`src/design/lmirx_pkg.sv`:
```
/*
 * Shared constants for the literal / move / indirect / return executor:
 * register offsets, reset values, opcode patterns and state encodings.
 * Assumes 14-bit instruction words and a 32-bit AHB-Lite register bus.
 */
package lmirx_pkg;
	// ----------------------------------------------------------------
	// Register offsets (byte addresses, haddr[11:0])
	// ----------------------------------------------------------------
	localparam logic [11:0] LMIRX_OFS_ACC = 12'h000;
	localparam logic [11:0] LMIRX_OFS_BANK = 12'h004;
	localparam logic [11:0] LMIRX_OFS_PAGE_LATCH = 12'h008;
	localparam logic [11:0] LMIRX_OFS_PRESC = 12'h00C;
	localparam logic [11:0] LMIRX_OFS_PTR0 = 12'h010;
	localparam logic [11:0] LMIRX_OFS_PTR1 = 12'h014;
	localparam logic [11:0] LMIRX_OFS_PC = 12'h018;
	localparam logic [11:0] LMIRX_OFS_INTCTL = 12'h01C;
	localparam logic [11:0] LMIRX_OFS_PWRCTL = 12'h020;
	localparam logic [11:0] LMIRX_OFS_STATUS = 12'h024;
	// Data memory read window: haddr[11:10] == 01, index haddr[9:2]
	localparam logic [1:0] LMIRX_MEM_WIN = 2'h1;
	// ----------------------------------------------------------------
	// Field positions and reset values
	// ----------------------------------------------------------------
	localparam int LMIRX_INT_EN_BIT = 7;
	localparam int LMIRX_RIF_BIT = 2;
	localparam logic [7:0] LMIRX_ACC_RST = 8'h00;
	localparam logic [4:0] LMIRX_BANK_RST = 5'h00;
	localparam logic [6:0] LMIRX_PAGE_LATCH_RST = 7'h00;
	localparam logic [7:0] LMIRX_PRESC_RST = 8'hFF;
	localparam logic [15:0] LMIRX_PTR_RST = 16'h0000;
	localparam logic [14:0] LMIRX_PC_RST = 15'h0000;
	localparam logic [7:0] LMIRX_INTCTL_RST = 8'h00;
	localparam logic [7:0] LMIRX_STATUS_RST = 8'h00;
	localparam logic [6:0] LMIRX_PORT1_ADDR = 7'h01;
	localparam int LMIRX_RET_CYCLES = 2;
	// ----------------------------------------------------------------
	// Opcode patterns (word & mask == value)
	// ----------------------------------------------------------------
	localparam logic [13:0] LMIRX_M_BANK = 14'h3FE0;
	localparam logic [13:0] LMIRX_V_BANK = 14'h0020;
	localparam logic [13:0] LMIRX_M_PAGE = 14'h3F80;
	localparam logic [13:0] LMIRX_V_PAGE = 14'h3180;
	localparam logic [13:0] LMIRX_M_LIT = 14'h3F00;
	localparam logic [13:0] LMIRX_V_LIT = 14'h3000;
	localparam logic [13:0] LMIRX_M_FILE = 14'h3F80;
	localparam logic [13:0] LMIRX_V_FILE = 14'h0080;
	localparam logic [13:0] LMIRX_M_INDMM = 14'h3FF8;
	localparam logic [13:0] LMIRX_V_INDMM = 14'h0018;
	localparam logic [13:0] LMIRX_M_INDK = 14'h3F80;
	localparam logic [13:0] LMIRX_V_INDK = 14'h3F80;
	localparam logic [13:0] LMIRX_V_NOP = 14'h0000;
	localparam logic [13:0] LMIRX_V_OPT = 14'h0062;
	localparam logic [13:0] LMIRX_V_RST = 14'h0001;
	localparam logic [13:0] LMIRX_V_RET = 14'h0009;
	// Pointer update codes
	localparam logic [1:0] LMIRX_UPD_PREINC = 2'b00;
	localparam logic [1:0] LMIRX_UPD_PREDEC = 2'b01;
	localparam logic [1:0] LMIRX_UPD_POSTINC = 2'b10;
	localparam logic [1:0] LMIRX_UPD_POSTDEC = 2'b11;
	// ----------------------------------------------------------------
	// Enumerations
	// ----------------------------------------------------------------
	typedef enum logic [3:0] {
		LMIRX_OP_NOP = 4'b0000,
		LMIRX_OP_BANK = 4'b0001,
		LMIRX_OP_PAGE = 4'b0010,
		LMIRX_OP_LIT = 4'b0011,
		LMIRX_OP_FILE = 4'b0100,
		LMIRX_OP_INDMM = 4'b0101,
		LMIRX_OP_INDK = 4'b0110,
		LMIRX_OP_OPT = 4'b0111,
		LMIRX_OP_RST = 4'b1000,
		LMIRX_OP_RET = 4'b1001,
		LMIRX_OP_OTHER = 4'b1010
	} lmirx_op_type;
	typedef enum logic [0:0] {
		LMIRX_ST_RUN = 1'b0,
		LMIRX_ST_RET = 1'b1
	} lmirx_st_type;
endpackage : lmirx_pkg

```
`src/design/lmirx_mem_if.sv`:
```
/*
 * Data memory port bundle between the executor and its memory.
 * Assumes a single clock shared by both ends.
 */
interface lmirx_mem_if;
	logic wr_en;
	logic [7:0] wr_addr;
	logic [7:0] wr_data;
	logic [7:0] rd_addr;
	logic [7:0] rd_data;
	modport ctrl (output wr_en, output wr_addr, output wr_data, output rd_addr, input rd_data);
	modport mem (input wr_en, input wr_addr, input wr_data, input rd_addr, output rd_data);
endinterface : lmirx_mem_if

```
`src/design/lmirx_mem.sv`:
```
/*
 * 256-byte data memory, one write port, one registered read port.
 * Assumes the executor drives the ctrl modport; contents are not reset.
 */
module lmirx_mem (
	input wire logic clk,
	lmirx_mem_if.mem m
);
	logic [7:0] ram [256];
	logic [7:0] rd_data_r;

	// Read data come from a register, one cycle after the address
	always_ff @(posedge clk)
	begin
		if (m.wr_en)
		begin
			ram[m.wr_addr] <= m.wr_data;
		end
		rd_data_r <= ram[m.rd_addr];
	end

	assign m.rd_data = rd_data_r;
endmodule : lmirx_mem

```
`src/design/lmirx_core.sv`:
```
/*
 * Executor for literal loads, accumulator stores, indirect stores,
 * no-op, software reset and return-from-interrupt, with an AHB-Lite
 * register slave and the data memory instance.
 * Assumes instruction words are offered by program memory with a
 * valid/ready handshake and that the stack supplies its top entry.
 */
// Chosen here: register access over AHB-Lite and the register offsets.
module lmirx_core (
	input wire logic clk,
	input wire logic sys_rst,
	input wire logic hsel,
	input wire logic [31:0] haddr,
	input wire logic [1:0] htrans,
	input wire logic hwrite,
	input wire logic [2:0] hsize,
	input wire logic [31:0] hwdata,
	input wire logic hready,
	output logic hreadyout,
	output logic hresp,
	output logic [31:0] hrdata,
	input wire logic [13:0] instr_data,
	input wire logic instr_valid,
	output logic instr_ready,
	output logic [14:0] fetch_addr,
	input wire logic [14:0] top_of_stack,
	output logic stack_pop,
	output logic soft_reset,
	output logic global_interrupt_enable,
	output logic [7:0] presc_cfg,
	output logic [4:0] bank_select_register,
	output logic [6:0] program_counter_latch_high
);
	// ----------------------------------------------------------------
	// State
	// ----------------------------------------------------------------
	typedef struct packed {
		lmirx_pkg::lmirx_st_type st;
		logic [7:0] acc;
		logic [4:0] bank;
		logic [6:0] page_latch;
		logic [7:0] presc;
		logic [1:0][15:0] ptr;
		logic [14:0] pc;
		logic [7:0] intctl;
		logic reset_instruction_flag_n;
		logic [7:0] status;
		logic dp_act;
		logic dp_wr;
		logic [11:0] dp_addr;
		logic rd_wait;
		logic [31:0] hrdata;
		logic pop;
		logic srst;
	} lmirx_state_type;

	lmirx_state_type s_r;
	lmirx_state_type s_nxt;
	lmirx_pkg::lmirx_op_type cur_op;
	logic take;
	lmirx_mem_if mif ();

	// ----------------------------------------------------------------
	// Functions
	// ----------------------------------------------------------------
	// Constant state after reset; the reset-instruction flag starts high
	function automatic lmirx_state_type lmirx_rst_state();
		lmirx_state_type r;
		r = '0;
		r.st = lmirx_pkg::LMIRX_ST_RUN;
		r.acc = lmirx_pkg::LMIRX_ACC_RST;
		r.bank = lmirx_pkg::LMIRX_BANK_RST;
		r.page_latch = lmirx_pkg::LMIRX_PAGE_LATCH_RST;
		r.presc = lmirx_pkg::LMIRX_PRESC_RST;
		r.ptr[0] = lmirx_pkg::LMIRX_PTR_RST;
		r.ptr[1] = lmirx_pkg::LMIRX_PTR_RST;
		r.pc = lmirx_pkg::LMIRX_PC_RST;
		r.intctl = lmirx_pkg::LMIRX_INTCTL_RST;
		r.reset_instruction_flag_n = 1'b1;
		r.status = lmirx_pkg::LMIRX_STATUS_RST;
		return r;
	endfunction : lmirx_rst_state

	// Instruction word to operation class
	function automatic lmirx_pkg::lmirx_op_type lmirx_decode(input logic [13:0] w);
		lmirx_pkg::lmirx_op_type op;
		op = lmirx_pkg::LMIRX_OP_OTHER;
		if (w == lmirx_pkg::LMIRX_V_NOP)
			op = lmirx_pkg::LMIRX_OP_NOP;
		else if (w == lmirx_pkg::LMIRX_V_OPT)
			op = lmirx_pkg::LMIRX_OP_OPT;
		else if (w == lmirx_pkg::LMIRX_V_RST)
			op = lmirx_pkg::LMIRX_OP_RST;
		else if (w == lmirx_pkg::LMIRX_V_RET)
			op = lmirx_pkg::LMIRX_OP_RET;
		else if ((w & lmirx_pkg::LMIRX_M_INDMM) == lmirx_pkg::LMIRX_V_INDMM)
			op = lmirx_pkg::LMIRX_OP_INDMM;
		else if ((w & lmirx_pkg::LMIRX_M_BANK) == lmirx_pkg::LMIRX_V_BANK)
			op = lmirx_pkg::LMIRX_OP_BANK;
		else if ((w & lmirx_pkg::LMIRX_M_FILE) == lmirx_pkg::LMIRX_V_FILE)
			op = lmirx_pkg::LMIRX_OP_FILE;
		else if ((w & lmirx_pkg::LMIRX_M_INDK) == lmirx_pkg::LMIRX_V_INDK)
			op = lmirx_pkg::LMIRX_OP_INDK;
		else if ((w & lmirx_pkg::LMIRX_M_PAGE) == lmirx_pkg::LMIRX_V_PAGE)
			op = lmirx_pkg::LMIRX_OP_PAGE;
		else if ((w & lmirx_pkg::LMIRX_M_LIT) == lmirx_pkg::LMIRX_V_LIT)
			op = lmirx_pkg::LMIRX_OP_LIT;
		return op;
	endfunction : lmirx_decode

	// Pointer step by one; 16-bit arithmetic wraps at both ends
	function automatic logic [15:0] lmirx_step(input logic [15:0] p, input logic dec);
		return dec ? 16'(p - 16'h0001) : 16'(p + 16'h0001);
	endfunction : lmirx_step

	// ----------------------------------------------------------------
	// Next-state logic
	// ----------------------------------------------------------------
	assign cur_op = lmirx_decode(instr_data);
	assign instr_ready = (s_r.st == lmirx_pkg::LMIRX_ST_RUN);
	assign take = instr_valid && instr_ready;

	// Bus slave first, core after it, so a core update wins a same-cycle write
	always_comb
	begin
		logic n;
		logic [15:0] ea;
		logic [15:0] p;
		s_nxt = s_r;
		n = 1'b0;
		ea = 16'h0000;
		p = 16'h0000;
		s_nxt.pop = 1'b0;
		s_nxt.srst = 1'b0;
		mif.wr_en = 1'b0;
		mif.wr_addr = 8'h00;
		mif.wr_data = s_r.acc;
		mif.rd_addr = haddr[9:2];
		// Data phase of a bus transfer
		if (s_r.dp_act && s_r.dp_wr)
		begin
			unique case (s_r.dp_addr)
				lmirx_pkg::LMIRX_OFS_ACC: s_nxt.acc = hwdata[7:0];
				lmirx_pkg::LMIRX_OFS_BANK: s_nxt.bank = hwdata[4:0];
				lmirx_pkg::LMIRX_OFS_PAGE_LATCH: s_nxt.page_latch = hwdata[6:0];
				lmirx_pkg::LMIRX_OFS_PRESC: s_nxt.presc = hwdata[7:0];
				lmirx_pkg::LMIRX_OFS_PTR0: s_nxt.ptr[0] = hwdata[15:0];
				lmirx_pkg::LMIRX_OFS_PTR1: s_nxt.ptr[1] = hwdata[15:0];
				lmirx_pkg::LMIRX_OFS_INTCTL: s_nxt.intctl = hwdata[7:0];
				lmirx_pkg::LMIRX_OFS_PWRCTL: s_nxt.reset_instruction_flag_n = hwdata[lmirx_pkg::LMIRX_RIF_BIT];
				lmirx_pkg::LMIRX_OFS_STATUS: s_nxt.status = hwdata[7:0];
				default: ;
			endcase
		end
		else if (s_r.dp_act && s_r.rd_wait)
		begin
			// One wait state: the read value is captured here, shown next cycle
			s_nxt.rd_wait = 1'b0;
			s_nxt.hrdata = 32'h0000_0000;
			if (s_r.dp_addr[11:10] == lmirx_pkg::LMIRX_MEM_WIN)
				s_nxt.hrdata = {24'h000000, mif.rd_data};
			else
			begin
				unique case (s_r.dp_addr)
					lmirx_pkg::LMIRX_OFS_ACC: s_nxt.hrdata = {24'h000000, s_r.acc};
					lmirx_pkg::LMIRX_OFS_BANK: s_nxt.hrdata = {27'h0000000, s_r.bank};
					lmirx_pkg::LMIRX_OFS_PAGE_LATCH: s_nxt.hrdata = {25'h0000000, s_r.page_latch};
					lmirx_pkg::LMIRX_OFS_PRESC: s_nxt.hrdata = {24'h000000, s_r.presc};
					lmirx_pkg::LMIRX_OFS_PTR0: s_nxt.hrdata = {16'h0000, s_r.ptr[0]};
					lmirx_pkg::LMIRX_OFS_PTR1: s_nxt.hrdata = {16'h0000, s_r.ptr[1]};
					lmirx_pkg::LMIRX_OFS_PC: s_nxt.hrdata = {17'h00000, s_r.pc};
					lmirx_pkg::LMIRX_OFS_INTCTL: s_nxt.hrdata = {24'h000000, s_r.intctl};
					lmirx_pkg::LMIRX_OFS_PWRCTL: s_nxt.hrdata = {29'h00000000, s_r.reset_instruction_flag_n, 2'b00};
					lmirx_pkg::LMIRX_OFS_STATUS: s_nxt.hrdata = {24'h000000, s_r.status};
					default: ;
				endcase
			end
		end
		// Address phase; a wait state holds hready low so nothing new lands
		if (hready)
		begin
			s_nxt.dp_act = hsel && htrans[1];
			s_nxt.dp_wr = hwrite;
			s_nxt.dp_addr = haddr[11:0];
			s_nxt.rd_wait = hsel && htrans[1] && !hwrite;
		end
		// Instruction execution
		if (s_r.st == lmirx_pkg::LMIRX_ST_RET)
		begin
			// Second cycle of the return: a bubble, no fetch taken
			s_nxt.st = lmirx_pkg::LMIRX_ST_RUN;
		end
		else if (take)
		begin
			s_nxt.pc = 15'(s_r.pc + 15'h0001);
			unique case (cur_op)
				lmirx_pkg::LMIRX_OP_BANK: s_nxt.bank = instr_data[4:0];
				lmirx_pkg::LMIRX_OP_PAGE: s_nxt.page_latch = instr_data[6:0];
				lmirx_pkg::LMIRX_OP_LIT: s_nxt.acc = instr_data[7:0];
				lmirx_pkg::LMIRX_OP_OPT: s_nxt.presc = s_r.acc;
				lmirx_pkg::LMIRX_OP_FILE:
				begin
					// Port addresses hold nothing; they go through their pointer
					mif.wr_en = 1'b1;
					if (instr_data[6:1] == 6'h00)
						mif.wr_addr = s_r.ptr[instr_data[0]][7:0];
					else
						mif.wr_addr = {s_r.bank[0], instr_data[6:0]};
				end
				lmirx_pkg::LMIRX_OP_INDMM:
				begin
					n = instr_data[2];
					p = lmirx_step(s_r.ptr[n], instr_data[0]);
					// Pre forms use the stepped value, post forms the old one
					ea = instr_data[1] ? s_r.ptr[n] : p;
					s_nxt.ptr[n] = p;
					mif.wr_en = 1'b1;
					mif.wr_addr = ea[7:0];
				end
				lmirx_pkg::LMIRX_OP_INDK:
				begin
					n = instr_data[6];
					ea = 16'(s_r.ptr[n] + {{10{instr_data[5]}}, instr_data[5:0]});
					mif.wr_en = 1'b1;
					mif.wr_addr = ea[7:0];
				end
				lmirx_pkg::LMIRX_OP_RST:
				begin
					// Memory keeps its contents; everything else restarts, except that the reset-instruction flag clears and soft_reset pulses
					s_nxt = lmirx_rst_state();
					s_nxt.reset_instruction_flag_n = 1'b0;
					s_nxt.srst = 1'b1;
				end
				lmirx_pkg::LMIRX_OP_RET:
				begin
					s_nxt.pc = top_of_stack;
					s_nxt.pop = 1'b1;
					s_nxt.intctl[lmirx_pkg::LMIRX_INT_EN_BIT] = 1'b1;
					s_nxt.st = lmirx_pkg::LMIRX_ST_RET;
				end
				// No-op and unsupported words only advance the counter
				lmirx_pkg::LMIRX_OP_NOP, lmirx_pkg::LMIRX_OP_OTHER: ;
			endcase
		end
	end

	// State register
	always_ff @(posedge clk or posedge sys_rst)
	begin
		if (sys_rst)
			s_r <= lmirx_rst_state();
		else
			s_r <= s_nxt;
	end

	// ----------------------------------------------------------------
	// Memory and outputs
	// ----------------------------------------------------------------
	lmirx_mem u_mem (
		.clk(clk),
		.m(mif.mem)
	);

	// Writes never wait; reads take one wait state, none when a software reset is taken in their address phase
	assign hreadyout = !(s_r.dp_act && s_r.rd_wait);
	assign hresp = 1'b0;
	assign hrdata = s_r.hrdata;
	assign fetch_addr = s_r.pc;
	assign stack_pop = s_r.pop;
	assign soft_reset = s_r.srst;
	assign global_interrupt_enable = s_r.intctl[lmirx_pkg::LMIRX_INT_EN_BIT];
	assign presc_cfg = s_r.presc;
	assign bank_select_register = s_r.bank;
	assign program_counter_latch_high = s_r.page_latch;
endmodule : lmirx_core

```
`config.mk`:
```
export PLATFORM = sky130hd
export DESIGN_NAME = lmirx_core
export DESIGN_NICKNAME = d
export VERILOG_FILES = /design/src/design/lmirx_pkg.sv /design/src/design/lmirx_mem_if.sv /design/src/design/lmirx_mem.sv /design/src/design/lmirx_core.sv
export SDC_FILE = /design/constraint.sdc
export NUM_CORES = 2
export LEC_CHECK = 0
export BUFFER_PORTS_ARGS = -buffer_cell sky130_fd_sc_hd__buf_2
export CORE_ASPECT_RATIO = 0.8
export CORE_MARGIN = 2
export CORE_UTILIZATION = 55
export DETAILED_ROUTE_END_ITERATION = 10
export PLACE_DENSITY = 0.75
export REMOVE_ABC_BUFFERS = 1
export SETUP_SLACK_MARGIN = 0.15
export SLEW_MARGIN = 10
export SYNTH_ARGS = -nofsm -noshare
export SYNTH_HDL_FRONTEND = slang
export SYNTH_SLANG_ARGS = --single-unit
```
`constraint.sdc`:
```
create_clock -name clk -period 6.65 [get_ports clk]
set_clock_uncertainty 0.15 [all_clocks]
set_input_delay 1.33 -clock clk [delete_from_list [all_inputs] [get_ports clk]]
set_output_delay 1.33 -clock clk [all_outputs]
set_load 0.02 [all_outputs]
```
# After elaboration in Yosys (flattened, before gate mapping)
# Memories as Yosys holds them, arrays and structs flattened. A register that Yosys moved wholly into a read port is not among the register bits.
# Cells that the tools add are included.
# W data, S select, Z words.
[word_totals]
ff_bits = 142
latch_bits = 0
ram_bits = 2048
rom_bits = 0
input_bits = 104
mem_count = 1
[op_classes]
n_addsub = 4
mul = 0
n_div = 0
n_lt_le_gt_ge = 4
n_eq_ne = 28
shift = 0
n_mux = 58
bitwise_logic = 1
reduce_logical = 13
[memory_table]
columns = ["memory", "depth", "word_bits", "rd", "rd_ports_with_merged_regs", "write_ports", "line", "text"]
rows = [
  ["u_mem.ram", 256, 8, 1, 1, 1, "lmirx_mem.sv:9", "logic [7:0] ram [256];"],
]
[ops]
columns = ["cell", "count"]
rows = [
  ["$pmux W16 S10", 1],
  ["$mux W142", 1],
  ["$mux W141", 1],
  ["$mux W16", 7],
  ["$mux W8", 12],
  ["$mux W33", 2],
  ["$pmux W32 S2", 1],
  ["$mux W63", 1],
  ["$mux W60", 1],
  ["$eq A12 B5 Y1 const B", 4],
  ["$mux W4", 10],
  ["$bwmux W32", 1],
  ["$pmux W16 S2", 1],
  ["$pmux W8 S2", 2],
  ["$eq A12 B4 Y1 const B", 2],
  ["$eq A12 B6 Y1 const B", 2],
  ["$pmux W8 S3", 1],
  ["$mux W17", 1],
  ["$add A16 B1 Y16 const B", 1],
  ["$demux W16 S1", 1],
  ["$eq A4 B3 Y1 const B", 4],
  ["$sub A16 B1 Y16 const B", 1],
  ["$add A15 B1 Y15 const B", 1],
  ["$mux W15", 1],
  ["other kinds (29)", 48],
]

# Logic depth before layout (Yosys ltp)
[depth]
ltp_word = 18
mapped_depth = 16
depth_no_buf = 11

# Modules after synthesis
# Synthesis repeated with hierarchy kept, for this count alone.
[hier_totals]
cells_unflattened = 4814
area_unflattened_um2 = 89375.7
[by_module_without_submodules]
columns = ["module", "n_inst", "cells_per_inst", "area_each_um2", "seq_area_each_um2"]
rows = [
  ["lmirx_mem", 1, 3733, 79556.3, 61659.1],
  ["lmirx_core", 1, 1081, 9819.4, 3539.6],
]

# Worst setup path after synthesis
# Ideal clock, no wire load.
[synth_timing]
path_kind = "in2reg"
startpoint = "in instr_data[6]"
endpoint = "mem u_mem.ram[128][0], enable pin"
setup_ns = 0.395
arrival_time_ns = 5.073
required_ns = 6.105
slack_ns = 1.032
path_stages = 11
n_path_buf = 2
cell_sequence = "clkbuf_1 > mux2_2 > ha_1 > fa_1 > xor2_1 > a221oi_1 > a21oi_1 > a211o_1 > or2_2 > clkbuf_1 > nor4_1"
[synth_via]
elab_chain_len = 14
[synth_rtl]
columns = ["element", "line", "text"]
rows = [
  ["start: declaration", "lmirx_core.sv:22", "input wire logic [13:0] instr_data,"],
  ["$eq A9 B1 Y1", "lmirx_core.sv:98", "else if ((w & lmirx_pkg::LMIRX_M_BANK) == lmirx_pkg::LMIRX_V_BANK)"],
  ["$mux W4", "lmirx_core.sv:98", ""],
  ["$mux W4", "lmirx_core.sv:96", "else if ((w & lmirx_pkg::LMIRX_M_INDMM) == lmirx_pkg::LMIRX_V_INDMM)"],
  ["$mux W4", "lmirx_core.sv:94", "else if (w == lmirx_pkg::LMIRX_V_RET)"],
  ["$mux W4", "lmirx_core.sv:92", "else if (w == lmirx_pkg::LMIRX_V_RST)"],
  ["$mux W4", "lmirx_core.sv:90", "else if (w == lmirx_pkg::LMIRX_V_OPT)"],
  ["$mux W4", "lmirx_core.sv:88", "if (w == lmirx_pkg::LMIRX_V_NOP)"],
  ["$eq A4 B3 Y1, on equally long branches", "--", ""],
  ["$reduce_or A3 Y1 (no source line)", "--", ""],
  ["$mux W1", "lmirx_core.sv:196", "unique case (cur_op)"],
  ["$mux W1", "lmirx_core.sv:193", "else if (take)"],
  ["$mux W1", "lmirx_core.sv:188", "if (s_r.st == lmirx_pkg::LMIRX_ST_RET)"],
  ["$mux W1", "lmirx_mem.sv:15", "if (m.wr_en)"],
  ["$mux W1 (not written as such)", "lmirx_mem.sv:17", "ram[m.wr_addr] <= m.wr_data;"],
  ["end: declaration", "lmirx_mem.sv:9", ""],
]
# Parallel ways exist; a longest one is shown, timed or not. The select of a mux whose other input is x is not followed.

# Worst setup path after layout
[layout_timing]
startpoint = "in instr_data[6]"
endpoint = "mem u_mem.ram[40][3], enable pin"
# Same word-level chain as after synthesis.

==> impl_metrics.csv <==
group,metric,value,unit
run_status,outcome,"finished clean",
yosys,netlist_instances,4497,
critical_path,cp-start-kind,"input pin",
sta,finalSetupViolCount,0,
routing,drc,0,
yosys,syn-mean-instance-area,19.8,um2
grt,grt_overflow,0,
cts,clkSinkCount,2197,
critical_path,ff2ff_path_depth,9,
critical_path,crit_path_end_kind,"flip-flop",
sta,rsz0062_at_grt,"no",
cts,h-tree-depth,4,
placement,hpwl,131000,um
sta,postLayoutSetupSlackWorst,1230,ps
placement,place_ws,396,ps
power_and_ir_drop,leakage,0.0327,uW
sta,hold_viol,0,
critical_path,critical_path_arrival,5720,ps
grt,grt_pass1_vias,45676,
grt,grtUsageTotal,26.1,%
routing,dr.pass1.iters,6,
yosys,synth_warnings,0,
worst_hold_path,hold_class,"flip-flop to flip-flop",
cts,clk_latency,850,ps
run,cap_violations,0,
floorplanning,io_pins,177,
cts,cts_tree,"yes",
final_layout,fin_cells,7055,
sta,period_minus_slack,5420,ps
yosys,synth_top_cell_by_area,"edfxtp_1",
grt,antenna_found_initial,6,
sta,fmax,185,MHz
final_layout,layout-drive-gt1-share,29.2,%
worst_hold_path,holdCritStartpoint,"hrdata[16]",
yosys,synth.area.top_cells,"edfxtp_1 (69%), mux4_2 (15%), dfrtp_1 (3.7%)",
floorplanning,rows,132,
placement,gp_congestion,0.922,
critical_path,timing.rr.end,"u_mem.ram[40][3]",
yosys,syn_area,89000,um2
routing,vias,46947,
final_layout,fillers,10864,
yosys,synthTopCellsByCount,"edfxtp_1 (2,048), mux4_2 (574), nor2_1 (205)",
critical_path,rr_startpoint,"s_r[81]",
routing,antenna_left,0,
routing,post_drt_via_cell_ratio,6.65,
yosys,synth_top_cell_area_share,69.1,%
floorplanning,die_x,454,um
yosys,synth_enable_flop_cells,2048,
cts,cts_setup_buffers,0,
cts,cts-resized-gates,0,
worst_hold_path,hold_depth,1,
worst_hold_path,hold_end,"hrdata[16]",
routing,drtIter0Drc,7227,
power_and_ir_drop,power.density,289,nW/um2
grt,grt_start_max_net_pins,234,
sta,hold_ws,354,ps
yosys,synth.distinct_cells,81,
sta,drv_slew,0,
yosys,synthFlopType,"edfxtp_1",
cts,cts_root_buf,"clkbuf_16",
cts,clk_pin_slew,60,ps
yosys,synth_most_common_cell,"edfxtp_1",
critical_path,worstSetupPathType,"input pin to flip-flop",
critical_path,worstPathMaxFanout,11,
placement,io_buffers,135,
power_and_ir_drop,vdd_drop_max,0.276,mV
sta,min_period_over_period,81.5,%
routing,wirelength,216000,um
placement,dpl.cell_count,6686,
sta,relSlewSlack,15.0,%
cts,ctsHoldBuffers,0,
final_layout,syn_to_final_growth,11.9,%
floorplanning,die_y,364,um
final_layout,nets,4868,
sta,tightest_slew,1270,ps
critical_path,reg2reg_slack,1620,ps
cts,cts.path.max_buffers,3,
floorplanning,core_area,161000,um2
grt,grt_pass1_wl,313000,um
floorplanning,fp.dieArea,165000,um2
critical_path,cp.required,6950,ps
yosys,ys_seq_elements,2197,
yosys,yosysSeqAreaShare,73.3,%
yosys,async_flop_share,6.42,%
routing,wire_per_inst,30.6,um
floorplanning,floorplan.initialDensity,55.2,%
cts,numCtsBuffers,196,
## cells in the final DEF, fill, tap and decap left out, drive strengths merged, types with 28 or more instances in the layout
| cell | instances |
|---|---|
| a21oi | 93 |
| a221oi | 47 |
| a31oi | 28 |
| and3 | 28 |
| buf | 417 |
| clkbuf | 265 |
| clkinv | 82 |
| dfrtp | 132 |
| edfxtp | 2048 |
| mux2 | 69 |
| mux2i | 194 |
| mux4 | 574 |
| nand2 | 104 |
| nand3 | 28 |
| nor2 | 205 |
| nor3 | 134 |
| o21ai | 63 |
| o221ai | 32 |
| o22ai | 56 |
| or2 | 32 |
## power breakdown
part           total, uW  switching [uW]  internal, uW
logic               1760            1160           605
clock network      11200            5000          6200
registers          15800             255         15500
## metal layers
metal	GRT usage, %	vias up	part of all wire [%]
li1	-	19011	-
met1	39.7	24419	40
met2	38.6	3117	46
met3	5.61	392	12
met4	7.55	8	2.6
met5	0	-	0.028
## cell families (layout without fill, tap and decap cells)
family          after synthesis  after routing  synth area share (%)
flops                      2197           2197                  73.3
mux                         837            837                  17.6
simple gates                633            633                  3.58
compound gates              398            398                  2.99
buf+inv                     387            800                  2.03
fa+ha+maj                    24             24                 0.354
xor+xnor                     20             20                 0.197
other cells                   1              2               0.00421
## flip-flops by register name (all words and copies together), names as in the netlist, 5 cells and up
| name | count |
|---|---|
| u_mem.ram | 2048 |
| s_r | 63 |
| hrdata | 32 |
| fetch_addr | 15 |
| mif.wr_data | 8 |
| presc_cfg | 8 |
| u_mem.m.rd_data | 8 |
| program_counter_latch_high | 7 |
| bank_select_register | 5 |
## how the worst max path moves through the flow
stage,from,to,depth (start not counted)
after CTS,instr_data[2],u_mem.ram[24][7],11
after floorplan,instr_data[2],u_mem.ram[16][0],9
final,instr_data[6],u_mem.ram[40][3],10
after global routing,instr_data[2],u_mem.ram[40][3],11
after global placement,instr_data[2],u_mem.ram[63][7],11
after detailed placement,instr_data[2],u_mem.ram[24][6],11
## worst max-delay path, cell delays in order
cell	delay (ps)
buf_2	310
mux2_2	400
ha_1	210
fa_1	470
xor2_1	190
a221oi_1	530
inv_1	160
or4_1	630
or2_1	470
nor3_1	990
## per-stage QoR
step                      setup TNS, ps  utilization [%]  total power (uW)  area [um2]
after floorplan                   -6750                -             17000       87200
after global placement                0             57.7             17800       93100
after detailed placement              0             57.7             17800       93100
after CTS                             0             61.6             28800       99500
after global routing                  0             61.7             29500       99500
final                                 0             61.7             28800       99500
## cell type report
type | instances | area, um2 | area share (%)
multi-input cells | 1913 | 22100 | 22.2
inverters | 14 | 57.6 | 0.0578
well taps | 2144 | 2680 | 2.69
clock inverters | 104 | 1010 | 1.02
repair buffers | 418 | 3090 | 3.10
clock buffers | 264 | 5330 | 5.35
diodes | 1 | 2.50 | 0.00251
flip-flops and latches | 2197 | 65200 | 65.5
Power figures use the tool's default switching activity.
